--- config.mk ---
export PLATFORM = sky130hd
export DESIGN_NAME = mcrt_regs
export DESIGN_NICKNAME = d
export VERILOG_FILES = /design/src/mcrt_regs.v
export VERILOG_INCLUDE_DIRS = /design/src
export SDC_FILE = /design/constraint.sdc
export NUM_CORES = 1
export LEC_CHECK = 0
export BUFFER_PORTS_ARGS = -buffer_cell sky130_fd_sc_hd__buf_4
export CAP_MARGIN = 15
export CORE_MARGIN = 2
export CORE_UTILIZATION = 44
export CTS_CLUSTER_DIAMETER = 100
export DETAILED_ROUTE_END_ITERATION = 7
export PLACE_DENSITY = 0.68
export SLEW_MARGIN = 20
export SYNTH_ARGS = -nofsm -noshare
export SYNTH_HDL_FRONTEND = slang
export SYNTH_SLANG_ARGS = --single-unit
--- constraint.sdc ---
create_clock -name clk_i -period 4.2 [get_ports clk_i]
set_clock_uncertainty 0.2 [all_clocks]
set_input_delay 0.84 -clock clk_i [delete_from_list [all_inputs] [get_ports clk_i]]
set_output_delay 0.84 -clock clk_i [all_outputs]
set_load 0.05 [all_outputs]
--- src/mcrt_map.vh ---
// register map, field positions and timing constants for the metering configuration tail
// assumes inclusion by mcrt_regs.v only; definitions only
`ifndef MCRT_MAP_VH
`define MCRT_MAP_VH

// register indices; byte address is four times the index
`define MCRT_IDX_CRC_FORCE 12'h4b4
`define MCRT_IDX_CRC_OPT 12'h4b5
`define MCRT_IDX_TEMP_CTRL 12'h4b6
`define MCRT_IDX_TEMP_VAL 12'h4b7
`define MCRT_IDX_GAIN 12'h4b9
`define MCRT_IDX_CONV_OFF 12'h4ba
`define MCRT_IDX_REACT_OFF 12'h4e0
`define MCRT_IDX_EVT_STATUS 12'h4f0
`define MCRT_IDX_EVT_MASK 12'h4f1

// writable bit masks; reserved bits read zero
`define MCRT_MASK_CRC_OPT 16'hffff
`define MCRT_MASK_TEMP_CTRL 16'h0007
`define MCRT_MASK_TEMP_VAL 16'h0fff
`define MCRT_MASK_GAIN 16'h3fff
`define MCRT_MASK_CONV_OFF 16'h007f
`define MCRT_MASK_REACT_OFF 16'h0001
`define MCRT_MASK_EVT 16'h0003

// field positions
`define MCRT_BIT_CRC_FORCE 0
`define MCRT_BIT_TEMP_START 3
`define MCRT_BIT_TEMP_EN 2
`define MCRT_TEMP_AVG_HI 1
`define MCRT_TEMP_AVG_LO 0
`define MCRT_BIT_REACT_OFF 0
`define MCRT_BIT_EVT_TEMP_RDY 0
`define MCRT_BIT_EVT_CRC_DONE 1

// averaging codes and their log2 sample counts
`define MCRT_AVG_1 2'h0
`define MCRT_AVG_256 2'h1
`define MCRT_AVG_512 2'h2
`define MCRT_SHIFT_1 4'h0
`define MCRT_SHIFT_256 4'h8
`define MCRT_SHIFT_512 4'h9
`define MCRT_SHIFT_1024 4'ha

// gain codes and resulting shift (gain = 1 << shift)
`define MCRT_GAIN_X1 2'h0
`define MCRT_GAIN_X2 2'h1
`define MCRT_SHL_X1 2'h0
`define MCRT_SHL_X2 2'h1
`define MCRT_SHL_X4 2'h2

// timing
`define MCRT_CLK_MHZ 100
`define MCRT_TEMP_PERIOD_US 1000

// reset values
`define MCRT_RST_16 16'h0000
`define MCRT_RST_32 32'h0000_0000

`endif

--- src/mcrt_regs.v ---
// metering configuration tail: crc selection, temperature sensor control, converter gain,
// converter shutdown and total reactive switch, on an apb slave with one event interrupt
// assumes the sensor, crc engine and converters sit on clk_i; no synchroniser needed
//
// Summary of operation
// - crc option bits 8 and 7 include reactive and active no-load thresholds
// - crc option bits 6 to 3 include surge cycles, surge level, sag cycles, sag level
// - crc option bits 2 to 0 include event enable, irq enable words 1 and 0
// - writing one to temperature start launches a reading; bit clears itself
// - manual reading delivered within 1 ms, flagged by temperature-ready event
// - temperature enable bit 2 powers the sensor; clear keeps it off except while a conversion, manual or already running, is in progress
// - averaging field picks 1, 256, 512 or 1024 samples, one per ms
// - 12-bit temperature result in bits 11:0, upper bits read zero
// - gain code 00 is x1, 01 is x2, 10 and 11 are x4
// - seven two-bit gain fields from volt c at 13:12 down to current a
// - converter shutdown bits 6 to 0 each turn one channel converter off
// - reactive off bit 0 stops total reactive power calculation
// - writing crc force bit 0 starts the crc; completion sets crc-done flag
`timescale 1ns/1ps
`include "mcrt_map.vh"

module mcrt_regs #(
  parameter ADDR_W = 16,
  parameter MS_CYCLES = `MCRT_TEMP_PERIOD_US * `MCRT_CLK_MHZ
) (
  input wire clk_i,
  input wire nrst_i,
  input wire psel_i,
  input wire penable_i,
  input wire pwrite_i,
  input wire [ADDR_W-1:0] paddr_i,
  input wire [31:0] pwdata_i,
  output wire [31:0] prdata_o,
  output wire pready_o,
  output wire pslverr_o,
  output wire irq_o,
  output wire [15:0] crc_select_o,
  output wire crc_start_o,
  input wire crc_done_i,
  output wire temp_sensor_en_o,
  output wire temp_conv_start_o,
  input wire temp_sample_valid_i,
  input wire [11:0] temp_sample_i,
  output wire [13:0] gain_code_o,
  output wire [13:0] gain_shift_o,
  output wire [6:0] converter_off_o,
  output wire total_reactive_off_o
);

  localparam ST_IDLE = 2'b01;
  localparam ST_CONV = 2'b10;

  // register word index from the byte address
  wire [ADDR_W-3:0] idx = paddr_i[ADDR_W-1:2];
  wire sel_crc_force = (idx == `MCRT_IDX_CRC_FORCE);
  wire sel_crc_opt = (idx == `MCRT_IDX_CRC_OPT);
  wire sel_temp_ctrl = (idx == `MCRT_IDX_TEMP_CTRL);
  wire sel_temp_val = (idx == `MCRT_IDX_TEMP_VAL);
  wire sel_gain = (idx == `MCRT_IDX_GAIN);
  wire sel_conv_off = (idx == `MCRT_IDX_CONV_OFF);
  wire sel_react_off = (idx == `MCRT_IDX_REACT_OFF);
  wire sel_evt_status = (idx == `MCRT_IDX_EVT_STATUS);
  wire sel_evt_mask = (idx == `MCRT_IDX_EVT_MASK);
  wire mapped = sel_crc_force | sel_crc_opt | sel_temp_ctrl | sel_temp_val | sel_gain |
    sel_conv_off | sel_react_off | sel_evt_status | sel_evt_mask;

  wire access = psel_i & penable_i;
  wire setup = psel_i & ~penable_i;
  wire wr = access & pwrite_i & mapped;
  wire [15:0] wdata = pwdata_i[15:0];

  reg [15:0] crc_opt_reg;
  reg [15:0] crc_opt_next;
  reg crc_start_reg;
  reg [2:0] temp_ctrl_reg;
  reg [2:0] temp_ctrl_next;
  reg start_pend_reg;
  reg start_pend_next;
  reg [11:0] temp_val_reg;
  reg [11:0] temp_val_next;
  reg [13:0] gain_reg;
  reg [13:0] gain_next;
  reg [6:0] conv_off_reg;
  reg [6:0] conv_off_next;
  reg react_off_reg;
  reg react_off_next;
  reg [1:0] evt_status_reg;
  reg [1:0] evt_status_next;
  reg [1:0] evt_mask_reg;
  reg [1:0] evt_mask_next;
  reg [31:0] prdata_reg;
  reg [31:0] prdata_next;
  reg [1:0] state_reg;
  reg [1:0] state_next;
  reg manual_reg;
  reg manual_next;
  reg [21:0] acc_reg;
  reg [21:0] acc_next;
  reg [10:0] cnt_reg;
  reg [10:0] cnt_next;
  reg [16:0] tick_cnt_reg;
  reg [16:0] tick_cnt_next;
  reg conv_start_reg;
  reg conv_start_next;
  reg temp_rdy_evt;
  reg [3:0] avg_shift;
  reg [21:0] acc_sum;
  reg [10:0] cnt_limit;

  wire sensor_en = temp_ctrl_reg[`MCRT_BIT_TEMP_EN];
  wire [1:0] avg_sel = temp_ctrl_reg[`MCRT_TEMP_AVG_HI:`MCRT_TEMP_AVG_LO];
  wire ms_tick = (tick_cnt_reg == MS_CYCLES[16:0] - 17'h0_0001);

  // plain configuration registers
  always @* begin
    crc_opt_next = crc_opt_reg;
    temp_ctrl_next = temp_ctrl_reg;
    gain_next = gain_reg;
    conv_off_next = conv_off_reg;
    react_off_next = react_off_reg;
    evt_mask_next = evt_mask_reg;
    if (wr && sel_crc_opt) begin
      crc_opt_next = wdata & `MCRT_MASK_CRC_OPT;
    end
    if (wr && sel_temp_ctrl) begin
      temp_ctrl_next = wdata[2:0];
    end
    if (wr && sel_gain) begin
      gain_next = wdata[13:0];
    end
    if (wr && sel_conv_off) begin
      conv_off_next = wdata[6:0];
    end
    if (wr && sel_react_off) begin
      react_off_next = wdata[`MCRT_BIT_REACT_OFF];
    end
    if (wr && sel_evt_mask) begin
      evt_mask_next = wdata[1:0];
    end
  end

  // sticky events; a set in the same cycle as a write-one clear wins
  always @* begin
    evt_status_next = evt_status_reg;
    if (wr && sel_evt_status) begin
      evt_status_next = evt_status_reg & ~wdata[1:0];
    end
    if (temp_rdy_evt) begin
      evt_status_next[`MCRT_BIT_EVT_TEMP_RDY] = 1'b1;
    end
    if (crc_done_i) begin
      evt_status_next[`MCRT_BIT_EVT_CRC_DONE] = 1'b1;
    end
  end

  // read data captured in the setup phase so the bus sees a flop output
  always @* begin
    prdata_next = prdata_reg;
    if (setup) begin
      prdata_next = `MCRT_RST_32;
      if (sel_crc_opt) begin
        prdata_next[15:0] = crc_opt_reg;
      end
      if (sel_temp_ctrl) begin
        prdata_next[`MCRT_BIT_TEMP_START] = start_pend_reg;
        prdata_next[2:0] = temp_ctrl_reg;
      end
      if (sel_temp_val) begin
        prdata_next[11:0] = temp_val_reg;
      end
      if (sel_gain) begin
        prdata_next[13:0] = gain_reg;
      end
      if (sel_conv_off) begin
        prdata_next[6:0] = conv_off_reg;
      end
      if (sel_react_off) begin
        prdata_next[0] = react_off_reg;
      end
      if (sel_evt_status) begin
        prdata_next[1:0] = evt_status_reg;
      end
      if (sel_evt_mask) begin
        prdata_next[1:0] = evt_mask_reg;
      end
    end
  end

  // averaging depth
  always @* begin
    case (avg_sel)
      `MCRT_AVG_1: avg_shift = `MCRT_SHIFT_1;
      `MCRT_AVG_256: avg_shift = `MCRT_SHIFT_256;
      `MCRT_AVG_512: avg_shift = `MCRT_SHIFT_512;
      default: avg_shift = `MCRT_SHIFT_1024;
    endcase
    cnt_limit = 11'h001 << avg_shift;
    acc_sum = acc_reg + {10'h000, temp_sample_i};
  end

  // temperature sequencer: one conversion per ms tick, or one on manual start
  always @* begin
    state_next = state_reg;
    manual_next = manual_reg;
    acc_next = acc_reg;
    cnt_next = cnt_reg;
    temp_val_next = temp_val_reg;
    start_pend_next = start_pend_reg;
    conv_start_next = 1'b0;
    temp_rdy_evt = 1'b0;
    tick_cnt_next = sensor_en ? (ms_tick ? 17'h0_0000 : tick_cnt_reg + 17'h0_0001) : 17'h0_0000;
    if (wr && sel_temp_ctrl) begin
      // a new setting restarts the running average, except in a cycle where a mid-average sample is accumulated
      acc_next = 22'h00_0000;
      cnt_next = 11'h000;
      if (wdata[`MCRT_BIT_TEMP_START]) begin
        start_pend_next = 1'b1;
      end
    end
    case (state_reg)
      ST_IDLE: begin
        if (start_pend_reg) begin
          start_pend_next = 1'b0;
          manual_next = 1'b1;
          conv_start_next = 1'b1;
          state_next = ST_CONV;
        end else if (sensor_en && ms_tick) begin
          manual_next = 1'b0;
          conv_start_next = 1'b1;
          state_next = ST_CONV;
        end
      end
      ST_CONV: begin
        if (temp_sample_valid_i) begin
          state_next = ST_IDLE;
          if (manual_reg) begin
            temp_val_next = temp_sample_i;
            temp_rdy_evt = 1'b1;
            acc_next = 22'h00_0000;
            cnt_next = 11'h000;
          end else if (cnt_reg + 11'h001 == cnt_limit) begin
            temp_val_next = acc_sum[avg_shift +: 12];
            temp_rdy_evt = 1'b1;
            acc_next = 22'h00_0000;
            cnt_next = 11'h000;
          end else begin
            acc_next = acc_sum;
            cnt_next = cnt_reg + 11'h001;
          end
        end
      end
      default: state_next = ST_IDLE;
    endcase
  end

  always @(posedge clk_i) begin
    if (!nrst_i) begin
      crc_opt_reg <= `MCRT_RST_16;
      crc_start_reg <= 1'b0;
      temp_ctrl_reg <= 3'h0;
      start_pend_reg <= 1'b0;
      temp_val_reg <= 12'h000;
      gain_reg <= 14'h0000;
      conv_off_reg <= 7'h00;
      react_off_reg <= 1'b0;
      evt_status_reg <= 2'h0;
      evt_mask_reg <= 2'h0;
      prdata_reg <= `MCRT_RST_32;
      state_reg <= ST_IDLE;
      manual_reg <= 1'b0;
      acc_reg <= 22'h00_0000;
      cnt_reg <= 11'h000;
      tick_cnt_reg <= 17'h0_0000;
      conv_start_reg <= 1'b0;
    end else begin
      crc_opt_reg <= crc_opt_next;
      crc_start_reg <= wr & sel_crc_force & wdata[`MCRT_BIT_CRC_FORCE];
      temp_ctrl_reg <= temp_ctrl_next;
      start_pend_reg <= start_pend_next;
      temp_val_reg <= temp_val_next;
      gain_reg <= gain_next;
      conv_off_reg <= conv_off_next;
      react_off_reg <= react_off_next;
      evt_status_reg <= evt_status_next;
      evt_mask_reg <= evt_mask_next;
      prdata_reg <= prdata_next;
      state_reg <= state_next;
      manual_reg <= manual_next;
      acc_reg <= acc_next;
      cnt_reg <= cnt_next;
      tick_cnt_reg <= tick_cnt_next;
      conv_start_reg <= conv_start_next;
    end
  end

  // per-channel gain decode; codes 10 and 11 both mean x4
  genvar g;
  generate
    for (g = 0; g < 7; g = g + 1) begin : gen_gain
      wire [1:0] code = gain_reg[2*g+1:2*g];
      assign gain_shift_o[2*g+1:2*g] = (code == `MCRT_GAIN_X1) ? `MCRT_SHL_X1 :
        (code == `MCRT_GAIN_X2) ? `MCRT_SHL_X2 : `MCRT_SHL_X4;
    end
  endgenerate

  assign gain_code_o = gain_reg;
  assign converter_off_o = conv_off_reg;
  // order against the run bit is left to software
  assign total_reactive_off_o = react_off_reg;
  assign crc_select_o = crc_opt_reg;
  assign crc_start_o = crc_start_reg;
  // manual start powers the sensor for its one reading even if disabled
  assign temp_sensor_en_o = sensor_en | (state_reg == ST_CONV);
  assign temp_conv_start_o = conv_start_reg;
  assign irq_o = |(evt_status_reg & evt_mask_reg);
  assign prdata_o = prdata_reg;
  assign pready_o = access;
  assign pslverr_o = access & ~mapped;

endmodule

==> out/metrics.cfg, run 1 <==
[timing]
slew_viol_final=0
fmax_mhz=277.5
whs_ps=252.6
hold_violations=0
setup_viol=0
finalCritPeriodShare_pct=85.81
setup_tns_ps=0
max_slew_margin_pct=54.42
worst_pin_slew_ps=682.1
min_period_ps=3604
rsz0062_at_grt=false

[global_route]
track_usage_pct=23.09
grt_overflow_total=0
grt_pass1_vias=6409
met1_usage_pct=30.72
grt-busiest-layer=met2
grtUsageMet3_pct=4.904
antenna_found_initial=0
met2_usage_pct=36.15
grt_max_degree=51
grt_pass1_wl_um=32970

[synthesis]
syn_inst=950
synth_ff_type=dfxtp_1
ys_ff_latch=129
async_flop_share_pct=0
synth_top_area_share_pct=35.45
netlist_area_mm2=0.007286
synth.area.top_cells=dfxtp_1, a21oi_1, nand2_1
yosysSeqAreaShare_pct=35.45
yosys_warnings=0
synth_edf_count=0
ys_types=80
syn-mean-instance-area_um2=7.669
yosys.area.top_type=dfxtp_1

[power]
ir_drop_uv=282.4
p_leak_nw=3.366
power_density_mw_per_mm2=335.1
total_power_w=0.002960

[cells_and_area]
layout-drive-gt1-share_pct=19.03
n_antenna_cell=0
fin_nets=1120
layout.cells.non_filler=1271
area_delta_synth_final_pct=21.24
largest_register_ff_count=22

[floorplan]
die_w_um=132.7
core_area_mm2=0.01641
die_y_um=132.7
pin_count=157
die_area_mm2=0.01760
start_util_pct=44.41
rows=47

[route]
dr.pass1.iters=6
wirelength_um=20460
detail_route.vias_per_cell=5.659
drt-initial-drc-count=563
vias=7193
route.detailed.drc=0
wire_per_inst_um=16.10
ant_nets=0

[critical_path]
crit_fanout=10
critPathTopFamily=compound AO/OA/AOI/OAI gates
crit_slowest_cell=a21oi_2
start_kind=input pin
crit_buf_inv=3
arrival_ps=3690
path_cells=buf_4 -> ha_1 -> inv_1 -> fa_1 -> nand2b_1 -> a21oi_1 -> nor4_2 -> a21oi_2 -> a211oi_1 -> a31o_2 -> nor4_1 -> buf_4 -> o31ai_1
cp.required_ps=4290
crit_type=in -> reg
crit_path_max_incr_delay_ps=440
cpMostUsedCell=buf_4
end_kind=flip-flop

[place]
place_congestion=0.9031
place_inst=1239
port-buffer-count=122
post-dp-hpwl_um=14560

[clocking]
clk_latency_ps=420
cts.sinks=129
tritoncts=built
clockBufferDepth=2
cts-buffers-inserted=17
cts_root_buf=clkbuf_16
post_cts_buffers=0
clk_pin_slew_worst_paths_ps=60
cts_resized=0
postCtsHoldBufs=0
htree_levels=4

[flow_run]
cap_viol_max_count=0

[status]
status=finished, final reports clean

[hold_path]
timing.hold.worst.class=reg -> reg

## per-layer routing
layer / wire length (um) / vias to the layer above / share of wire [%]
li1: - / 3522 / -
met1: 9191 / 3373 / 45
met2: 9330 / 257 / 46
met3: 1306 / 41 / 6.4
met4: 634 / 0 / 3.1
met5: 0 / - / 0
## per-stage QoR
| step | area (um^2) | utilization [%] | setup WS (ps) |
|---|---|---|---|
| 2_1_floorplan | 7342 | - | 839.9 |
| 3_3_place_gp | 8227 | 50.14 | 300.0 |
| 3_5_place_dp | 8227 | 50.14 | 264.3 |
| 4_1_cts | 8833 | 53.84 | 642.8 |
| 5_1_grt | 8833 | 53.84 | 389.1 |
| 6_report | 8833 | 53.84 | 596.0 |
## path summary, 6_finish.rpt
path	start	cells past startpoint	slack [ps]	end
max	temp_sample_i[0]	13	600	temp_val_reg[11]$_SDFFE_PN0P_
min	prdata_o[14]$_SDFFE_PN0P_	2	250	prdata_o[14]$_SDFFE_PN0P_
max reg2reg	acc_reg[0]$_SDFF_PN0_	12	780	temp_val_reg[11]$_SDFFE_PN0P_
min reg2reg	prdata_o[14]$_SDFFE_PN0P_	2	250	prdata_o[14]$_SDFFE_PN0P_
## layout make-up
type                            count  area [um^2]
Fill cell                        1566         7574
Multi-Input combinational cell    728         4243
Sequential cell                   129         2582
Timing Repair Buffer              138         1036
Clock buffer                       20        446.7
Tap cell                          220        275.3
Clock inverter                     12        160.2
Inverter                           24        90.09
## Yosys cell counts, types with 4 or more instances
| master | n |
|---|---|
| nand2_1 | 141 |
| dfxtp_1 | 129 |
| nor2b_1 | 14 |
| o31ai_1 | 8 |
| a21o_1 | 4 |
| mux2i_1 | 10 |
| a221oi_1 | 8 |
| buf_4 | 19 |
| a31oi_1 | 24 |
| clkbuf_1 | 40 |
| o211ai_1 | 10 |
| a21oi_1 | 108 |
| nand2b_1 | 12 |
| buf_2 | 17 |
| inv_1 | 23 |
| and4b_1 | 4 |
| or3_1 | 5 |
| nor3_1 | 20 |
| o21ai_0 | 29 |
| xor2_1 | 20 |
| nand4_1 | 10 |
| or2_2 | 6 |
| and3_1 | 14 |
| xnor2_1 | 19 |
| a222oi_1 | 11 |
| a211oi_1 | 11 |
| nor3b_1 | 4 |
| nor4_1 | 6 |
| and2_1 | 8 |
| o21ai_1 | 4 |
| buf_1 | 4 |
| nor2_1 | 91 |
| ha_1 | 14 |
| nand3_1 | 36 |
## worst reg2reg max path, delay by kind of cell (launching register included)
kind / cells / cell delay (ps)
compound gates: 5 / 1240
fa+ha+maj: 2 / 590
buf+inv: 2 / 250
flops: 1 / 340
simple gates: 3 / 690
## cell usage in the layout, fill, tap and decap left out, types with 4 or more instances in the layout
| master | Yosys | final |
|---|---|---|
| conb_1 | 1 | 16 |
| o21ai_1 | 4 | 4 |
| buf_4 | 19 | 138 |
| and2_1 | 8 | 8 |
| clkinvlp_4 | 0 | 4 |
| clkbuf_16 | 0 | 17 |
| and3_1 | 14 | 14 |
| nand4_1 | 10 | 10 |
| nor3_1 | 20 | 20 |
| o211ai_1 | 10 | 10 |
| inv_1 | 23 | 23 |
| xor2_1 | 20 | 20 |
| nor2b_1 | 14 | 14 |
| a222oi_1 | 11 | 11 |
| nand2b_1 | 12 | 12 |
| a21o_1 | 4 | 4 |
| nand2_1 | 141 | 141 |
| nand3_1 | 36 | 36 |
| or2_2 | 6 | 6 |
| nor2_1 | 91 | 91 |
| nor3b_1 | 4 | 4 |
| or3_1 | 5 | 5 |
| clkinv_4 | 0 | 4 |
| a221oi_1 | 8 | 8 |
| mux2i_1 | 10 | 10 |
| a21oi_1 | 108 | 108 |
| dfxtp_1 | 129 | 129 |
| xnor2_1 | 19 | 19 |
| and4b_1 | 4 | 4 |
| ha_1 | 14 | 14 |
| nor4_1 | 6 | 6 |
| a31oi_1 | 24 | 24 |
| o21ai_0 | 29 | 29 |
| a211oi_1 | 11 | 10 |
| o31ai_1 | 8 | 8 |
## cells by family after synthesis
group / share of synthesized area [%]
XOR/XNOR: 4.688
adder cells (fa/ha/maj): 2.679
buffers and inverters: 7.161
multiplexers: 2.147
AND/OR/NAND/NOR: 26.14
AO/OA/AOI/OAI: 21.69
other: 0.05147
flip-flops: 35.45
## report_power, final
part	total [W]	internal (W)	switching, W
Sequential	0.00123	0.00123	0.00000328
Clock	0.00152	0.000951	0.000571
Combinational	0.000205	0.0000663	0.000139
Power figures use the tool's default switching activity.
==> inputs of run 2 (changes only) <==
==> constraint.sdc (replaced) <==
create_clock -name clk_i -period 4.2 [get_ports clk_i]
set_clock_uncertainty 0.2 [all_clocks]
set_input_delay 1.26 -clock clk_i [delete_from_list [all_inputs] [get_ports clk_i]]
set_output_delay 1.26 -clock clk_i [all_outputs]
set_load 0.05 [all_outputs]
==> run 2 against run 1 <==
  * First-iteration DRC count shrank 12%
  * Global-route usage is essentially flat
  * Register-to-register slack gained 80 ps
  * Non-clock buffer count grew 16
  * Wire length is essentially flat
  * Sequential share of layout area shrank 0.36 points
  * Utilization grew 0.67 points
  * Worst setup slack lost 430 ps
  * Combinational power is essentially flat
  * Via count shrank 0.35%
==> out/metrics.cfg, run 2 (same netlist as run 1, synthesis figures left out) <==
[route]
ant_nets=0
dr.pass1.iters=5
wire_per_inst_um=15.89
drt-initial-drc-count=495
route.detailed.drc=0
vias=7168
detail_route.vias_per_cell=5.570
wirelength_um=20450

[critical_path]
path_cells=buf_4 -> or4b_1 -> nor3_4 -> inv_1 -> a21oi_1 -> nor2b_1 -> buf_4
critPathTopFamily=simple AND/OR/NAND/NOR gates
startpoint=paddr_i[13]
ff2ff_setup_slack_ps=860
crit_slowest_cell=or4b_1
cp.required_ps=2740
start_kind=input pin
crit_path_max_incr_delay_ps=560
worstReg2RegStart=acc_reg[0]$_SDFF_PN0_
crit_type=in -> out
r2r_cells=12
arrival_ps=2580
crit_buf_inv=3
crit_fanout=3
cpMostUsedCell=buf_4
worstReg2RegEnd=temp_val_reg[11]$_SDFFE_PN0P_
end_kind=output pin

[clocking]
clk_latency_ps=420
cts-buffers-inserted=17
post_cts_buffers=0
cts_resized=0
tritoncts=built
cts_root_buf=clkbuf_16
cts.sinks=129
clk_pin_slew_worst_paths_ps=60
postCtsHoldBufs=0
htree_levels=4
clockBufferDepth=2

[place]
placed_area_mm2=0.008372
post-dp-hpwl_um=14860
place_congestion=0.9225
pre_cts_ws_ps=-69.77
port-buffer-count=122

[timing]
fmax_mhz=247.8
fin_ws_ps=164.7
setup_viol=0
slew_viol_final=0
min_period_ps=4035
rsz0062_at_grt=false
hold_violations=0
max_slew_margin_pct=52.58
worst_pin_slew_ps=709.6
finalCritPeriodShare_pct=96.08

[cells_and_area]
fin_util_pct=54.51
layout-drive-gt1-share_pct=20.24
fin_nets=1136
mostFrequentLayoutCells=buf_4, nand2_1, dfxtp_1
largest_register_ff_count=22
area_delta_synth_final_pct=22.75
postLayoutCellArea_mm2=0.008944
n_antenna_cell=0
layout_commonest_cell=buf_4

[global_route]
grt_pass1_vias=6439
grt_max_degree=44
grt_overflow_total=0
antenna_found_initial=0
track_usage_pct=23.06
grt_pass1_wl_um=33110

[floorplan]
rows=47
core_area_mm2=0.01641
die_y_um=132.7
start_util_pct=44.41
die_w_um=132.7
die_area_mm2=0.01760
pin_count=157

[power]
ir_drop_uv=286.7
p_leak_nw=3.431
power_density_mw_per_mm2=322.0

[hold_path]
hold_depth=2
whs_endpoint=prdata_o[14]$_SDFFE_PN0P_
worstHoldStart=prdata_o[14]$_SDFFE_PN0P_
timing.hold.worst.class=reg -> reg

[status]
status=finished, final reports clean

[flow_run]
cap_viol_max_count=0

==> run 2: cell count changes in the layout (fill, tap and decap cells not counted) <==
| cell | delta |
|---|---|
| clkinv_2 | +2 |
| bufinv_16 | -1 |
| buf_12 | +2 |
| inv_6 | +1 |
| buf_4 | +14 |
| clkinvlp_4 | +1 |
| clkinv_4 | -2 |
| clkbuf_8 | -1 |
==> run 2: how the worst max path moves through the flow <==
stage	to	slack (ps)	depth (start not counted)
floorplan	pslverr_o	220	6
finish	pslverr_o	160	7
detailed placement	temp_val_reg[11]$_SDFFE_PN0P_	-70	13
CTS	pslverr_o	170	7
global route	pslverr_o	80	7
global placement	temp_val_reg[11]$_SDFFE_PN0P_	-50	13
==> run 2: area by class of cell <==
class | instances | area, um^2
flip-flops and latches | 129 | 2582
fillers | 1557 | 7463
clock buffers | 19 | 432.9
multi-input cells | 728 | 4243
inverters | 24 | 90.09
clock inverters | 13 | 138.9
well taps | 220 | 275.3
repair buffers | 154 | 1181
==> run 2: where the power goes <==
group	internal [W]	switching, W
logic	0.0000689	0.000139
registers	0.00123	0.00000355
clock network	0.000872	0.000567
==> run 2: metrics by stage <==
stage / instances / total power [W] / hold slack (ps) / TNS (ps)
global route: 1287 / 0.002967 / 270.5 / 0
CTS: 1287 / 0.002900 / 254.1 / 0
global placement: 1255 / 0.001465 / 240.3 / -52.29
floorplan: 965 / 0.001394 / 230.0 / 0
finish: 1287 / 0.002880 / 251.0 / 0
detailed placement: 1255 / 0.001467 / 245.9 / -69.77
==> run 2: per-layer routing <==
layer	GRT usage, %	routed length [um]	vias up
li1	-	-	3558
met1	30.14	9292	3323
met2	37.56	9346	255
met3	4.981	1336	32
met4	8.303	473	0
met5	0	0	-
==> run 2: tightest hold or removal path: stages (launching register included) <==
cell and delay (ps):
dfxtp_1 310, nand2_1 50, a21oi_1 50
==> inputs of run 3 (changes only) <==
--- a/config.mk
+++ b/config.mk
@@ -8,6 +8,7 @@
 export LEC_CHECK = 0
 export BUFFER_PORTS_ARGS = -buffer_cell sky130_fd_sc_hd__buf_4
 export CAP_MARGIN = 15
+export CORE_ASPECT_RATIO = 0.9
 export CORE_MARGIN = 2
 export CORE_UTILIZATION = 44
 export CTS_CLUSTER_DIAMETER = 100
==> run 3 against run 2 <==
  * Hold slack improved by 3.7 ps
  * Sequential power barely moved
  * Clock power rose by 9%
  * Global-route usage increased by 1.3 points
  * Critical path depth did not move
  * Cell count decreased by 0.85%
  * Combinational power about the same
  * Total power rose by 4.6%
  * Largest power group unchanged
==> out/metrics.cfg, run 3 (same netlist as run 1, synthesis figures left out) <==
[critical_path]
end_kind=output pin
start_kind=input pin
crit_type=in -> out
arrival_ps=2600
crit_fanout=3
cp.required_ps=2740

[timing]
max_slew_margin_pct=50.30
setup_viol=0
rsz0062_at_grt=false
finalCritPeriodShare_pct=96.58
hold_violations=0
whs_ps=254.7
worst_pin_slew_ps=744.5
min_period_ps=4056
slew_viol_final=0
fmax_mhz=246.5
fin_ws_ps=143.8

[floorplan]
core_area_mm2=0.01619
die_area_mm2=0.01761
die_w_um=139.6
rows=44
die_y_um=126.1
start_util_pct=45.01
pin_count=157

[cells_and_area]
largest_register_ff_count=22
n_fill_cell=1560
n_antenna_cell=0
postLayoutCellArea_mm2=0.008965
layout-drive-gt1-share_pct=20.58
fin_nets=1138
area_delta_synth_final_pct=23.05
mostFrequentLayoutCells=buf_4, nand2_1, dfxtp_1
layout_commonest_cell=buf_4

[route]
route.detailed.drc=0
detail_route.vias_per_cell=5.809
wirelength_um=21690
ant_nets=0
wire_per_inst_um=17.00
dr.pass1.iters=5
vias=7412
drt-initial-drc-count=573

[clocking]
cts_root_buf=clkbuf_16
clk_pin_slew_worst_paths_ps=60
clk_latency_ps=430
cts_resized=0
clockBufferDepth=2
tritoncts=built
post_cts_buffers=0
htree_levels=4
postCtsHoldBufs=0
cts-buffers-inserted=17
cts.sinks=129

[power]
power_density_mw_per_mm2=336.1
p_leak_nw=3.470
ir_drop_uv=319.9

[global_route]
grt_pass1_vias=6797
antenna_found_initial=0
met1_usage_pct=31.88
grt_pass1_wl_um=34720
grt_max_degree=47
met2_usage_pct=38.29
grt_overflow_total=0
grt-busiest-layer=met2
track_usage_pct=24.38
grtUsageMet3_pct=6.236

[hold_path]
timing.hold.worst.class=reg -> reg

[place]
port-buffer-count=122
placed_area_mm2=0.008346
post-dp-hpwl_um=15780
pre_cts_ws_ps=-29.65
place_congestion=0.9742

[flow_run]
cap_viol_max_count=0

[status]
status=finished, final reports clean

[run 3: critical path, stage by stage]
cell and delay, ps:
buf_4 100, or4b_1 560, nor3_4 140, inv_1 90, a21oi_1 170, nor2b_1 70, buf_4 190
[run 3: metrics by stage]
stage / instances / utilization (%) / setup TNS (ps) / power, W
2_1_floorplan: 965 / - / 0 / 0.001394
3_5_place_dp: 1244 / 51.56 / -29.65 / 0.001467
5_1_grt: 1276 / 55.39 / 0 / 0.003106
3_3_place_gp: 1244 / 51.56 / 0 / 0.001466
4_1_cts: 1276 / 55.39 / 0 / 0.003031
6_report: 1276 / 55.39 / 0 / 0.003014
[run 3: cell type report]
class	instances	area (um^2)	area share, %
Timing Repair Buffer	156	1171	13.06
Clock inverter	15	193.9	2.163
Sequential cell	129	2582	28.81
Clock buffer	17	425.4	4.745
Inverter	24	90.09	1.005
Multi-Input combinational cell	728	4243	47.33
Tap cell	207	259.0	2.889
[run 3: final timing paths]
| kind | startpoint | end | slack, ps | depth (start not counted) |
|---|---|---|---|---|
| setup / recovery | paddr_i[13] | pslverr_o | 140 | 7 |
| hold / removal | prdata_o[1]$_SDFFE_PN0P_ | prdata_o[1]$_SDFFE_PN0P_ | 250 | 2 |
| setup reg to reg | cnt_reg[0]$_SDFF_PN0_ | acc_reg[21]$_SDFF_PN0_ | 870 | 9 |
| hold reg to reg | prdata_o[1]$_SDFFE_PN0P_ | prdata_o[1]$_SDFFE_PN0P_ | 250 | 2 |
[run 3: layer usage]
metal,up-vias,routed length [um]
li1,3548,-
met4,0,651
met5,-,0
met3,53,1771
met1,3519,9685
met2,292,9583
[run 3: where the power goes]
group	leakage [nW]	total, W	switching [W]	internal [W]
Clock	0.300	0.00157	0.000617	0.000953
Combinational	2.13	0.000210	0.000142	0.0000684
Sequential	1.04	0.00123	0.00000336	0.00123
